`config.mk`:
```
export PLATFORM = sky130hd
export DESIGN_NAME = asf_status_flags
export DESIGN_NICKNAME = d
export VERILOG_FILES = /design/src/asf_pkg.sv /design/src/asf_status_flags.sv
export VERILOG_INCLUDE_DIRS = /design/src
export SDC_FILE = /design/constraint.sdc
export NUM_CORES = 1
export LEC_CHECK = 0
export BUFFER_PORTS_ARGS = -buffer_cell sky130_fd_sc_hd__buf_4
export CORE_MARGIN = 4
export CORE_UTILIZATION = 40
export CTS_BUF_LIST = sky130_fd_sc_hd__clkbuf_4 sky130_fd_sc_hd__clkbuf_8
export CTS_CLUSTER_DIAMETER = 100
export DETAILED_ROUTE_END_ITERATION = 10
export PLACE_DENSITY = 0.72
export SETUP_SLACK_MARGIN = 0.05
export SLEW_MARGIN = 25
export SYNTH_ARGS = -nofsm -noshare
export SYNTH_HDL_FRONTEND = slang
export SYNTH_SLANG_ARGS = --single-unit
export TNS_END_PERCENT = 5
```
`constraint.sdc`:
```
create_clock -name sys_clk -period 4.3 [get_ports sys_clk]
set_input_delay 0.645 -clock sys_clk [delete_from_list [all_inputs] [get_ports sys_clk]]
set_output_delay 0.645 -clock sys_clk [all_outputs]
set_load 0.01 [all_outputs]
```
`src/asf_consts.svh`:
```
/*
 * Constants of the ALU status flag register: bit positions, widths and
 * the read value of the unimplemented upper bits.
 * Assumes inclusion by its bare name from the package or design file.
 */
`ifndef ASF_CONSTS_SVH
`define ASF_CONSTS_SVH

`define ASF_DATA_W       8
`define ASF_FLAG_W       5
`define ASF_BIT_C        0
`define ASF_BIT_DC       1
`define ASF_BIT_Z        2
`define ASF_BIT_OV       3
`define ASF_BIT_N        4
`define ASF_UNIMPL_VAL   3'h0
`define ASF_NIB_MSB      3
`define ASF_SRC_DC_RL    3
`define ASF_SRC_DC_RR    4

`endif

```
`src/asf_pkg.sv`:
```
/*
 * Types of the ALU status flag register.
 * Assumes asf_consts.svh is on the include path.
 */
`include "asf_consts.svh"

package asf_pkg;

  // Flag-affecting operation class presented by the instruction decode
  typedef enum logic [3:0] {
    ASF_OP_NONE,     // Flags untouched (bit clear/set, swap, moves)
    ASF_OP_ADD,      // Register or literal add
    ASF_OP_SUB,      // Register or literal subtract
    ASF_OP_LOGIC,    // Logic op, clear: Z and N only
    ASF_OP_ROT_R,    // Rotate right through carry
    ASF_OP_ROT_L     // Rotate left through carry
  } asf_op_t;

endpackage

```
`src/asf_status_flags.sv`:
```
/*
 * ALU status flag register: derives N, OV, Z, DC and C from each add or
 * subtract, Z and N from logic ops and C and DC from rotates, and serves
 * the register as an ordinary file register.
 * Assumes the core's decode presents one operation per cycle with its
 * operands, and a file-register write port addressed by a select line.
 */
// Summary of operation
// RQ1 - Bits 7 to 5 are unimplemented and always read zero.
// RQ2 - Negative flag in bit 4 follows the result's most significant bit.
// RQ3 - Overflow flag bit 3 set when signed result changes sign wrongly.
// RQ4 - Zero flag bit 2 set when arithmetic or logic result is zero.
// RQ5 - Digit carry bit 1 takes carry out of bit 3 on add/subtract.
// RQ6 - Carry bit 0 takes carry out of the result MSB on add/subtract.
// RQ7 - Subtract adds two's complement; carries read as inverted borrows.
// RQ8 - Rotates load carry with the bit shifted out of the source.
// RQ9 - Rotates load digit carry with source bit 4 or bit 3.
// RQ10 - Flag-affecting write to this register updates flags, drops data.
// RQ11 - Bit set/clear, swap and moves leave all five flags untouched.
// RQ12 - Register is readable and writable like any file register.
// RQ13 - Updates visible next cycle; unaffected flags hold their value.
`timescale 1ns/1ps
`include "asf_consts.svh"

module asf_status_flags #(
  parameter int DATA_W = `ASF_DATA_W
) (
  input  wire logic              sys_clk,
  input  wire logic              rst,
  input  wire asf_pkg::asf_op_t  op,
  input  wire logic [DATA_W-1:0] opnd_a,
  input  wire logic [DATA_W-1:0] opnd_b,
  input  wire logic [DATA_W-1:0] result,
  input  wire logic              wr_en,
  input  wire logic [DATA_W-1:0] wr_data,
  output logic [DATA_W-1:0]      flags_rd,
  output logic [DATA_W-1:0]      alu_out
);

  // ***************************************************************
  // Arithmetic
  // ***************************************************************
  logic [DATA_W-1:0]     b_eff;
  logic [DATA_W:0]       sum;
  logic [`ASF_NIB_MSB+1:0] nib;
  logic                  is_arith;

  always_comb begin
    is_arith = (op == asf_pkg::ASF_OP_ADD) || (op == asf_pkg::ASF_OP_SUB);
    // Subtract as A + ~B + 1, so carries are inverted borrows (see RQ7)
    b_eff = (op == asf_pkg::ASF_OP_SUB) ? ~opnd_b : opnd_b;
    sum = {1'b0, opnd_a} + {1'b0, b_eff}
        + {{DATA_W{1'b0}}, op == asf_pkg::ASF_OP_SUB};
    nib = {1'b0, opnd_a[`ASF_NIB_MSB:0]} + {1'b0, b_eff[`ASF_NIB_MSB:0]}
        + {{(`ASF_NIB_MSB+1){1'b0}}, op == asf_pkg::ASF_OP_SUB};
    alu_out = is_arith ? sum[DATA_W-1:0] : result;
  end

  // ***************************************************************
  // Flag register
  // ***************************************************************
  logic [`ASF_FLAG_W-1:0] flags_q;
  logic [`ASF_FLAG_W-1:0] flags_d;
  logic [DATA_W-1:0]      res;

  always_comb begin
    flags_d = flags_q;   // Unaffected flags hold (see RQ13) (see RQ11)
    res = alu_out;
    // Plain write only when the op leaves flags alone (see RQ10) (see RQ12)
    if (wr_en && op == asf_pkg::ASF_OP_NONE) begin
      flags_d = wr_data[`ASF_FLAG_W-1:0];
    end
    unique case (op)
      asf_pkg::ASF_OP_NONE: begin
      end
      asf_pkg::ASF_OP_ADD, asf_pkg::ASF_OP_SUB: begin
        flags_d[`ASF_BIT_N]  = res[DATA_W-1];                 // see RQ2
        flags_d[`ASF_BIT_Z]  = (res == '0);                    // see RQ4
        flags_d[`ASF_BIT_OV] = (opnd_a[DATA_W-1] == b_eff[DATA_W-1])
                            && (res[DATA_W-1] != opnd_a[DATA_W-1]); // see RQ3
        flags_d[`ASF_BIT_DC] = nib[`ASF_NIB_MSB+1];            // see RQ5
        flags_d[`ASF_BIT_C]  = sum[DATA_W];                    // see RQ6
      end
      asf_pkg::ASF_OP_LOGIC: begin
        // Clearing this register sets Z and leaves N alone (see RQ10)
        if (!(wr_en && res == '0)) begin
          flags_d[`ASF_BIT_N] = res[DATA_W-1];                // see RQ2
        end
        flags_d[`ASF_BIT_Z] = (res == '0);                     // see RQ4
      end
      asf_pkg::ASF_OP_ROT_R: begin
        flags_d[`ASF_BIT_C]  = opnd_a[0];                      // see RQ8
        flags_d[`ASF_BIT_DC] = opnd_a[`ASF_SRC_DC_RR];         // see RQ9
      end
      asf_pkg::ASF_OP_ROT_L: begin
        flags_d[`ASF_BIT_C]  = opnd_a[DATA_W-1];               // see RQ8
        flags_d[`ASF_BIT_DC] = opnd_a[`ASF_SRC_DC_RL];         // see RQ9
      end
      default: begin
      end
    endcase
  end

  // Reset clears flags to a defined value; power-on value is unknown
  always_ff @(posedge sys_clk) begin
    if (rst) begin
      flags_q <= '0;
    end else begin
      flags_q <= flags_d;
    end
  end

  assign flags_rd = {`ASF_UNIMPL_VAL, flags_q};                // see RQ1

  // ***************************************************************
  // Assertions
  // ***************************************************************
  unimpl_zero_a: assert property (@(posedge sys_clk) // see RQ1
    flags_rd[DATA_W-1:`ASF_FLAG_W] == '0)
    else $error("Upper flag bits not zero");

  neg_flag_a: assert property (@(posedge sys_clk) disable iff (rst) // see RQ2
    is_arith |=> flags_q[`ASF_BIT_N] == $past(alu_out[DATA_W-1]))
    else $error("Negative flag wrong");

  ovf_flag_a: assert property (@(posedge sys_clk) disable iff (rst) // see RQ3
    (op == asf_pkg::ASF_OP_ADD && opnd_a == 8'h7F && opnd_b == 8'h01)
    |=> flags_q[`ASF_BIT_OV])
    else $error("Overflow not flagged");

  zero_flag_a: assert property (@(posedge sys_clk) disable iff (rst) // see RQ4
    (op == asf_pkg::ASF_OP_LOGIC) |=> flags_q[`ASF_BIT_Z] == ($past(result) == '0))
    else $error("Zero flag wrong");

  dc_flag_a: assert property (@(posedge sys_clk) disable iff (rst) // see RQ5
    (op == asf_pkg::ASF_OP_ADD && opnd_a == 8'h0F && opnd_b == 8'h01)
    |=> flags_q[`ASF_BIT_DC])
    else $error("Digit carry missed");

  borrow_pol_a: assert property (@(posedge sys_clk) disable iff (rst) // see RQ7
    (op == asf_pkg::ASF_OP_SUB)
    |=> flags_q[`ASF_BIT_C] == ($past(opnd_a) >= $past(opnd_b)))
    else $error("Borrow polarity wrong");

  rot_carry_a: assert property (@(posedge sys_clk) disable iff (rst) // see RQ8
    (op == asf_pkg::ASF_OP_ROT_L) |=> flags_q[`ASF_BIT_C] == $past(opnd_a[7]))
    else $error("Rotate carry wrong");

  dest_write_a: assert property (@(posedge sys_clk) disable iff (rst) // see RQ10
    (wr_en && op == asf_pkg::ASF_OP_LOGIC && result == '0)
    |=> flags_q == ($past(flags_q) | 5'h04))
    else $error("Flag destination write not dropped");

  hold_flags_a: assert property (@(posedge sys_clk) disable iff (rst) // see RQ11
    (op == asf_pkg::ASF_OP_NONE && !wr_en) |=> $stable(flags_q))
    else $error("Flags changed without cause");

  // Add carry out of the top bit, from the raw operands
  carry_add_a: assert property (@(posedge sys_clk) disable iff (rst) // see RQ6
    (op == asf_pkg::ASF_OP_ADD)
    |=> flags_q[`ASF_BIT_C]
        == (({1'b0, $past(opnd_a)} + {1'b0, $past(opnd_b)}) > 9'h0FF))
    else $error("Add carry wrong");

  // Digit borrow reads one when no borrow from the low nibble
  digit_borrow_a: assert property (@(posedge sys_clk) disable iff (rst) // see RQ7
    (op == asf_pkg::ASF_OP_SUB)
    |=> flags_q[`ASF_BIT_DC]
        == ($past(opnd_a[3:0]) >= $past(opnd_b[3:0])))
    else $error("Digit borrow polarity wrong");

  arith_zero_a: assert property (@(posedge sys_clk) disable iff (rst) // see RQ4
    is_arith |=> flags_q[`ASF_BIT_Z] == ($past(alu_out) == '0))
    else $error("Arithmetic zero flag wrong");

  // Rotate right takes carry from bit 0 and digit carry from bit 4
  rotr_carry_a: assert property (@(posedge sys_clk) disable iff (rst) // see RQ8
    (op == asf_pkg::ASF_OP_ROT_R) |=> flags_q[`ASF_BIT_C] == $past(opnd_a[0]))
    else $error("Rotate right carry wrong");

  rotr_dc_a: assert property (@(posedge sys_clk) disable iff (rst) // see RQ9
    (op == asf_pkg::ASF_OP_ROT_R) |=> flags_q[`ASF_BIT_DC] == $past(opnd_a[4]))
    else $error("Rotate right digit carry wrong");

  rotl_dc_a: assert property (@(posedge sys_clk) disable iff (rst) // see RQ9
    (op == asf_pkg::ASF_OP_ROT_L) |=> flags_q[`ASF_BIT_DC] == $past(opnd_a[3]))
    else $error("Rotate left digit carry wrong");

  // Rotates leave N, OV and Z as they were
  rot_keep_a: assert property (@(posedge sys_clk) disable iff (rst) // see RQ13
    (op == asf_pkg::ASF_OP_ROT_R || op == asf_pkg::ASF_OP_ROT_L)
    |=> flags_q[4:2] == $past(flags_q[4:2]))
    else $error("Rotate disturbed N, OV or Z");

  // Logic ops leave OV, DC and C as they were
  logic_keep_a: assert property (@(posedge sys_clk) disable iff (rst) // see RQ13
    (op == asf_pkg::ASF_OP_LOGIC)
    |=> flags_q[3] == $past(flags_q[3]) && flags_q[1:0] == $past(flags_q[1:0]))
    else $error("Logic op disturbed OV, DC or C");

  plain_write_a: assert property (@(posedge sys_clk) disable iff (rst) // see RQ12
    (wr_en && op == asf_pkg::ASF_OP_NONE)
    |=> flags_q == $past(wr_data[`ASF_FLAG_W-1:0]))
    else $error("Plain write not taken");

  reset_clear_a: assert property (@(posedge sys_clk) // see RQ13
    rst |=> flags_q == '0)
    else $error("Flags not cleared by reset");

  // ***************************************************************
  // Cover points
  // ***************************************************************
  cov_sub_c: cover property (@(posedge sys_clk) op == asf_pkg::ASF_OP_SUB);
  cov_rotl_c: cover property (@(posedge sys_clk) op == asf_pkg::ASF_OP_ROT_L);
  cov_wr_c: cover property (@(posedge sys_clk)
    wr_en && op == asf_pkg::ASF_OP_NONE);
  cov_rotr_c: cover property (@(posedge sys_clk) op == asf_pkg::ASF_OP_ROT_R);
  cov_clr_c: cover property (@(posedge sys_clk)
    wr_en && op == asf_pkg::ASF_OP_LOGIC && result == '0);

endmodule // asf_status_flags

```
After elaboration in Yosys (flattened, before gate mapping):

Index checks and enable logic that the tools add are counted.

* mux-type cells: 8
* eq/ne operators: 7
* reductions and logical operators: 11
* $add $sub $neg: 4
* bitwise gates (word level): 1

Operators by type and width (number)
* two-way mux 8 bit: 2
* adder 8 x 8 -> 9 bit: 1
* adder 9 x 1 -> 9 bit: 1
* == test 4 x 2 -> 1 bit, second input constant: 2
* == test 4 x 3 -> 1 bit, second input constant: 2
* logical NOT 8 bit: 1
* inverter 8 bit: 1
* case mux 2 bit (3 select lines): 1
* adder 4 x 4 -> 5 bit: 1
* adder 5 x 1 -> 5 bit: 1
* two-way mux 5 bit: 1
* == test 4 x 1 -> 1 bit, second input constant: 1
* logical NOT 4 bit: 1
* nonzero test 2 bit: 2
* nonzero test 4 bit: 1
* logical AND 1 bit: 3
* two-way mux 1 bit: 3
* OR reduction 3 bit: 1
* case mux 1 bit (2 select lines): 1
* OR reduction 2 bit: 1
* == test 1 bit: 1
* logical OR 1 bit: 1
* != test 1 bit: 1

* register bits: 5
* word-level logic and storage cells: 35

Depth between registers and ports, before layout:

Gate-level depths: netlist of the first run.

* word-level depth: 9
* gate-level depth with buffers: 12
* gate-level depth less buffers: 10

Worst setup path after synthesis of the first run:

No wires, ideal clock.

* kind: in2out
* from: input op[2]
* to: output alu_out[7]
* path slack: 0.769 ns
* stages: 10
* required time: 3.655 ns
* path buffers: 2
* arrival time: 2.886 ns
* cells stage by stage: buf_4 -> nor4b_4 -> buf_6 -> xor2_1 -> ha_1 -> and3b_2 -> a221o_2 -> a21oi_1 -> xor2_1 -> o21ai_0

* cells in the longest elaborated chain, start to end: 5
* elaborated cells between the ends (all ways): 7
* classes of those cells: 2 x add/sub; 2 x eq/ne; 2 x mux; 1 x reduce/logical

Ends and longest elaborated chain
* start, declared: line asf_status_flags.sv:30 `input wire asf_pkg::asf_op_t op,`
* == test 4 x 2 -> 1 bit: line asf_status_flags.sv:49, asf_status_flags.sv:51, asf_status_flags.sv:53
* two-way mux 8 bit: line asf_status_flags.sv:51 `b_eff = (op == asf_pkg::ASF_OP_SUB) ? ~opnd_b : opnd_b;`
* adder 8 x 8 -> 9 bit: line asf_status_flags.sv:52 `sum = {1'b0, opnd_a} + {1'b0, b_eff}`
* adder 9 x 1 -> 9 bit: line asf_status_flags.sv:53 `+ {{DATA_W{1'b0}}, op == asf_pkg::ASF_OP_SUB};`
* two-way mux 8 bit (*): line asf_status_flags.sv:56 `alu_out = is_arith ? sum[DATA_W-1:0] : result;`
* end, declared: line asf_status_flags.sv:37 `output logic [DATA_W-1:0] alu_out`

Every way passes the cells marked *; elsewhere a longest branch is shown, timed or not.

Worst setup path in the final report of the first run:

* from: input op[0]
* to: output alu_out[7]

The elaborated chain is that of the path after synthesis.

==> flow_summary_export.csv, run 1 <==
group,metric,value,unit
timing,setup_slack,397,ps
timing,drv_slew,0,
final_layout,final_cell_mix,"49 x buf_4, 13 x nor2_1, 12 x nand2_1, 11 x o21ai_0, 10 x xor2_1",
route,vias,1142,
clocking,root_buffer,"clkbuf_4",
placed_design,io_buffers,48,
logic_synthesis,synth-xor-area-share,11.8,%
timing,period_needed,3900,ps
pwr,switching_power,102,uW
logic_synthesis,seq_area_frac_synth,9.65,%
die,die_x,58.9,microns
clocking,clock_latency,250,ps
clocking,cts_tree,"yes",
timing,fin_setup_tns,0,ps
global_route,overflow,0,
die,initial_core_util,41.9,%
logic_synthesis,yosys_register_bits,5,
clocking,clock-sinks,5,
route,highest_layer,"met4",
logic_synthesis,synthArstFlopShare,0,%
route,drt_iter0_markers,14,
logic_synthesis,yosys.area.top_type_share,9.65,%
pwr,p_leak,0.000667,uW
route,avgViaCountPerCell,5.41,
timing,setup_viol,0,
die,ios,55,
logic_synthesis,synth_top_cell_by_area,"dfxtp_1",
final_layout,largest_register_ffs,5,
clocking,cts.path.max_buffers,2,
logic_synthesis,synth_compound_area_share,24.7,%
worst_setup_path,cp.required,3650,ps
pwr,p_int,167,uW
worst_setup_path,critical-path-top-delay-family,"compound AO/OA/AOI/OAI gates",
logic_synthesis,ys_types,46,
route,m1WireLength,1080,microns
route,drtAntennaViolNets,0,
pwr,seqPwrFrac,19.1,%
logic_synthesis,syn_area,1040,sq um
worst_setup_path,crit_chain,"buf_4 > nor4b_4 > xor2_1 > ha_1 > and3b_2 > a221o_2 > a21oi_1 > xor2_1 > o21ai_0 > buf_4",
clocking,hold_buffers,0,
timing,clock_skew,0,ps
final_layout,antenna_cells,0,
route,drc,0,
placed_design,dp.final_hpwl,2390,microns
worst_setup_path,path_class,"in2out",
timing,maxClockFrequency,0.256,GHz
timing,relSlewSlack,64.5,%
final_layout,nets,229,
logic_synthesis,ys_top_cells_by_area,"dfxtp_1 9.7%, ha_1 8.4%, xor2_1 8.4%",
worst_setup_path,crit_path_start_kind,"input port",
logic_synthesis,synth_top_family_by_area,"simple AND/OR/NAND/NOR gates",
route,firstDrtPassIters,4,
timing,rsz0062_at_grt,"no",
logic_synthesis,synthSimpleGateAreaFrac,26.8,%
worst_setup_path,arrival,3260,ps
global_route,track_usage,17.3,%
logic_synthesis,syn_inst,135,
worst_setup_path,crit_fanout,11,
timing,fin_crit_sh,90.8,%
worst_setup_path,slowest_delay,490,ps
logic_synthesis,synth_warnings,0,
logic_synthesis,synth_edf_count,0,
route,route.met2.wl,1440,microns
clocking,cts_resized,0,
pwr,power_frac_comb,56.7,%
clocking,cts_setup_buffers,0,
worst_setup_path,crit_buf_inv,2,
die,fp-row-count,18,
worst_setup_path,worst_path_max_delay_cell,"nor4b_4",
final_layout,largestRegisters,"flags_q x5",
worst_setup_path,end_kind,"output pin",
clocking,cts.htree.levels,1,
global_route,grt_pass1_wl,4800,microns
worst_hold_path,hp-class,"in2reg",
clocking,cts_buffers,3,
die,die_area,3470,sq um
logic_synthesis,synth_fa_ha_area_share,10.4,%
route,dr_wl_met3,194,microns
pwr,pwr-share-clk,24.3,%
pwr,ir_worst_vdd,0.121,mV
global_route,antenna_found_initial,0,
logic_synthesis,synth.area.mux_share,6.88,%
final_layout,drive_above_1_share,37.6,%
final_layout,layout_commonest_cell,"buf_4",
logic_synthesis,ys.flop_type,"dfxtp_1",
timing,worst_pin_slew,525,ps
final_layout,syn_to_final_growth,35.5,%
pwr,power_density,191,nW/um^2
pwr,switching_share,37.9,%
clocking,clk_pin_slew,50,ps
die,core_area,2480,sq um
final_layout,top_register,"flags_q",
placed_design,place_ws,380,ps
status,status,"finished clean",
timing,timing.final.hold_violations,0,
placed_design,place_congestion,0.818,
route,finalWirelength,2750,microns
global_route,grt_max_degree,20,
job,maxCapViolations,0,
die,die_h,58.9,microns
route,avgRoutedWirePerCell,13.0,microns
global_route,grt_pass1_vias,1160,
logic_synthesis,syn_area_per_cell,7.68,sq um
[path summary, 6_finish.rpt]
kind	start	endpoint	slack (ps)	cells past startpoint
worst min register to register	flags_q[0]	flags_q[0]	600	2
worst min-delay path	rst	flags_q[3]	580	2
worst max register to register	flags_q[4]	flags_q[4]	3240	5
worst max-delay path	op[0]	alu_out[7]	400	10
[area by class of cell]
| cell class | instances | area (sq um) |
|---|---|---|
| Clock buffer | 4 | 30.0 |
| Fill cell | 252 | 1070 |
| Inverter | 6 | 22.5 |
| Multi-Input combinational cell | 117 | 847 |
| Sequential cell | 5 | 100 |
| Tap cell | 30 | 37.5 |
| Timing Repair Buffer | 49 | 368 |
[synthesized netlist by cell type (all sizes together) (2+ instances only)]
cell,instances
ha,7
o21ai,14
nand2b,3
a21oi,8
nand2,13
o211ai,2
xor2,10
and4,2
nor4b,3
a221oi,2
nor2,13
buf,8
dfxtp,5
mux2i,6
inv,6
xnor2,4
nand3,3
a22o,2
or4b,2
nor3b,2
[metrics by stage]
stage | util (%) | instances | hold slack (ps) | total power, uW | instance area, sq um
5_1_grt | 56.7 | 211 | 600 | 290 | 1410
3_3_place_gp | 55.5 | 207 | 573 | 200 | 1380
2_1_floorplan | - | 137 | 580 | 147 | 1040
4_1_cts | 56.7 | 211 | 579 | 272 | 1410
3_5_place_dp | 55.5 | 207 | 615 | 204 | 1380
6_report | 56.7 | 211 | 585 | 269 | 1410
[power groups by stage]
stage | registers (uW) | logic, uW | clock network [uW]
after detailed placement | 52.1 | 152 | 0
after CTS | 51.2 | 153 | 67.6
after global placement | 51.9 | 148 | 0
after floorplan | 53.4 | 93.4 | 0
after global routing | 51.4 | 171 | 67.4
final | 51.2 | 152 | 65.2
[layer usage]
metal / up-vias / GRT usage (%)
met5: - / 0
met4: 0 / 5.83
met3: 3 / 1.10
met2: 39 / 33.0
met1: 522 / 20.0
li1: 578 / -
[kinds of logic after synthesis]
group,after synthesis
adders and majority gates,8
buffers and inverters,15
DFF,5
muxes,7
xor gates and xnor gates,14
other,1
and+or+nand+nor,47
AOI/OAI and AO/OA,38
Note: power is estimated with default switching activity, not from simulation.
==> inputs of run 2 (changes only) <==
==> constraint.sdc (replaced) <==
create_clock -name sys_clk -period 4 [get_ports sys_clk]
set_input_delay 0.6 -clock sys_clk [delete_from_list [all_inputs] [get_ports sys_clk]]
set_output_delay 0.6 -clock sys_clk [all_outputs]
set_load 0.01 [all_outputs]
==> run 2 against run 1 <==
  * Sequential power up 7.6%
  * Worst hold slack worse by 38 ps
  * Clock-buffer cell count unchanged
  * Register-to-register slack worse by 300 ps
  * Critical endpoint unchanged
  * Largest cell class unchanged
  * Largest power group unchanged
==> flow_summary_export.csv, run 2 (same netlist as run 1, synthesis figures left out) <==
group,metric,value,unit
status,status,"finished clean",
worst_setup_path,crit_top_cell,"buf_4",
route,avgViaCountPerCell,5.47,
worst_setup_path,arrival,3150,ps
pwr,seqPwrFrac,19.1,%
clocking,clock_latency,250,ps
final_layout,syn_to_final_growth,36.2,%
die,ios,55,
worst_setup_path,critical-path-top-delay-family,"compound AO/OA/AOI/OAI gates",
route,drt_iter0_markers,25,
worst_setup_path,slowest_delay,430,ps
clocking,cts.htree.levels,1,
final_layout,top_register,"flags_q",
pwr,p_int,179,uW
timing,relSlewSlack,62.6,%
timing,fin_setup_tns,0,ps
job,maxCapViolations,0,
global_route,grt_max_degree,20,
pwr,switching_power,109,uW
worst_setup_path,path_class,"in2out",
placed_design,place_ws,154,ps
final_layout,largestRegisters,"flags_q x5",
pwr,power_frac_comb,57.0,%
placed_design,io_buffers,48,
die,initial_core_util,41.9,%
timing,period_needed,3750,ps
pwr,p_leak,0.000673,uW
clocking,cts.path.max_buffers,2,
worst_setup_path,crit_chain,"buf_4 > nor4b_4 > buf_4 > xor2_1 > ha_1 > and3b_2 > a221o_2 > a21oi_1 > xor2_1 > o21ai_0 > buf_4",
timing,fin_crit_sh,93.7,%
timing,clock_skew,0,ps
die,die_area,3470,sq um
final_layout,final_cell_mix,"50 x buf_4, 13 x nor2_1, 12 x nand2_1, 11 x o21ai_0, 10 x xor2_1",
clocking,cts_buffers,3,
clocking,hold_buffers,0,
final_layout,layout_commonest_cell,"buf_4",
timing,maxClockFrequency,0.267,GHz
die,fp-row-count,18,
pwr,pwr-share-clk,24.0,%
worst_setup_path,crit_path_start_kind,"input port",
worst_setup_path,worst_path_max_delay_cell,"a221o_2",
timing,drv_slew,0,
global_route,grt_pass1_wl,4750,microns
placed_design,dp.final_hpwl,2420,microns
global_route,track_usage,17.2,%
clocking,cts_resized,0,
global_route,antenna_found_initial,0,
final_layout,antenna_cells,0,
die,die_x,58.9,microns
clocking,cts_tree,"yes",
die,core_area,2480,sq um
placed_design,place_congestion,0.802,
timing,rsz0062_at_grt,"no",
pwr,ir_worst_vdd,0.155,mV
pwr,power_density,204,nW/um^2
global_route,grt_pass1_vias,1166,
route,finalWirelength,2830,microns
final_layout,largest_register_ffs,5,
route,drtAntennaViolNets,0,
route,firstDrtPassIters,4,
worst_setup_path,crit_fanout,11,
clocking,root_buffer,"clkbuf_4",
timing,setup_slack,254,ps
timing,worst_pin_slew,555,ps
worst_setup_path,cp.required,3400,ps
route,drc,0,
global_route,overflow,0,
final_layout,post-route-util,57.0,%
route,avgRoutedWirePerCell,13.3,microns
die,die_h,58.9,microns
final_layout,nets,230,
timing,timing.final.hold_violations,0,
clocking,clk_pin_slew,50,ps
pwr,total_power,289,uW
worst_setup_path,end_kind,"output pin",
timing,setup_viol,0,
final_layout,drive_above_1_share,37.9,%
placed_design,dp_cells,207,
worst_hold_path,hp-class,"in2reg",
route,vias,1160,
clocking,clock-sinks,5,
worst_setup_path,crit_buf_inv,3,
pwr,switching_share,37.9,%
final_layout,instances_no_fill,212,
clocking,cts_setup_buffers,0,
run 2: layout make-up:
cell class | instances | area (sq um)
fillers | 252 | 1060
repair buffers | 50 | 375
well taps | 30 | 37.5
clock buffers | 4 | 30.0
inverters | 6 | 22.5
flip-flops and latches | 5 | 100
multi-input cells | 117 | 847
run 2: worst register-to-register path: stages, from the launching register on:
cell and delay (ps):
dfxtp_1 320, inv_1 50, o22ai_1 80, a22o_2 220, o21ba_2 220, o21ai_1 60
run 2: metrics by stage:
| stage | hold slack (ps) | cell area [sq um] |
|---|---|---|
| floorplan | 580 | 1040 |
| global placement | 572 | 1380 |
| detailed placement | 615 | 1380 |
| CTS | 539 | 1410 |
| global route | 559 | 1410 |
| finish | 546 | 1410 |
run 2: metal layers:
metal	global-route usage, %	vias to the layer above	share of wire [%]
met1	19.6	534	41
met2	33.3	40	52
met5	0	-	0
li1	-	582	-
met4	5.83	0	1.0
met3	1.10	4	5.7
run 2: final timing paths:
check | end | depth (start not counted) | slack, ps | from
max | alu_out[7] | 11 | 250 | op[0]
min | flags_q[3] | 2 | 550 | rst
max reg2reg | flags_q[4] | 5 | 2940 | flags_q[4]
min reg2reg | flags_q[0] | 2 | 600 | flags_q[0]
run 2: power groups by stage:
| stage | sequential [uW] | clock [uW] | combinational, uW |
|---|---|---|---|
| 2_1_floorplan | 57.4 | 0 | 100 |
| 3_3_place_gp | 55.8 | 0 | 159 |
| 3_5_place_dp | 56.1 | 0 | 163 |
| 4_1_cts | 55.1 | 71.2 | 165 |
| 5_1_grt | 55.3 | 71.8 | 184 |
| 6_report | 55.1 | 69.2 | 164 |
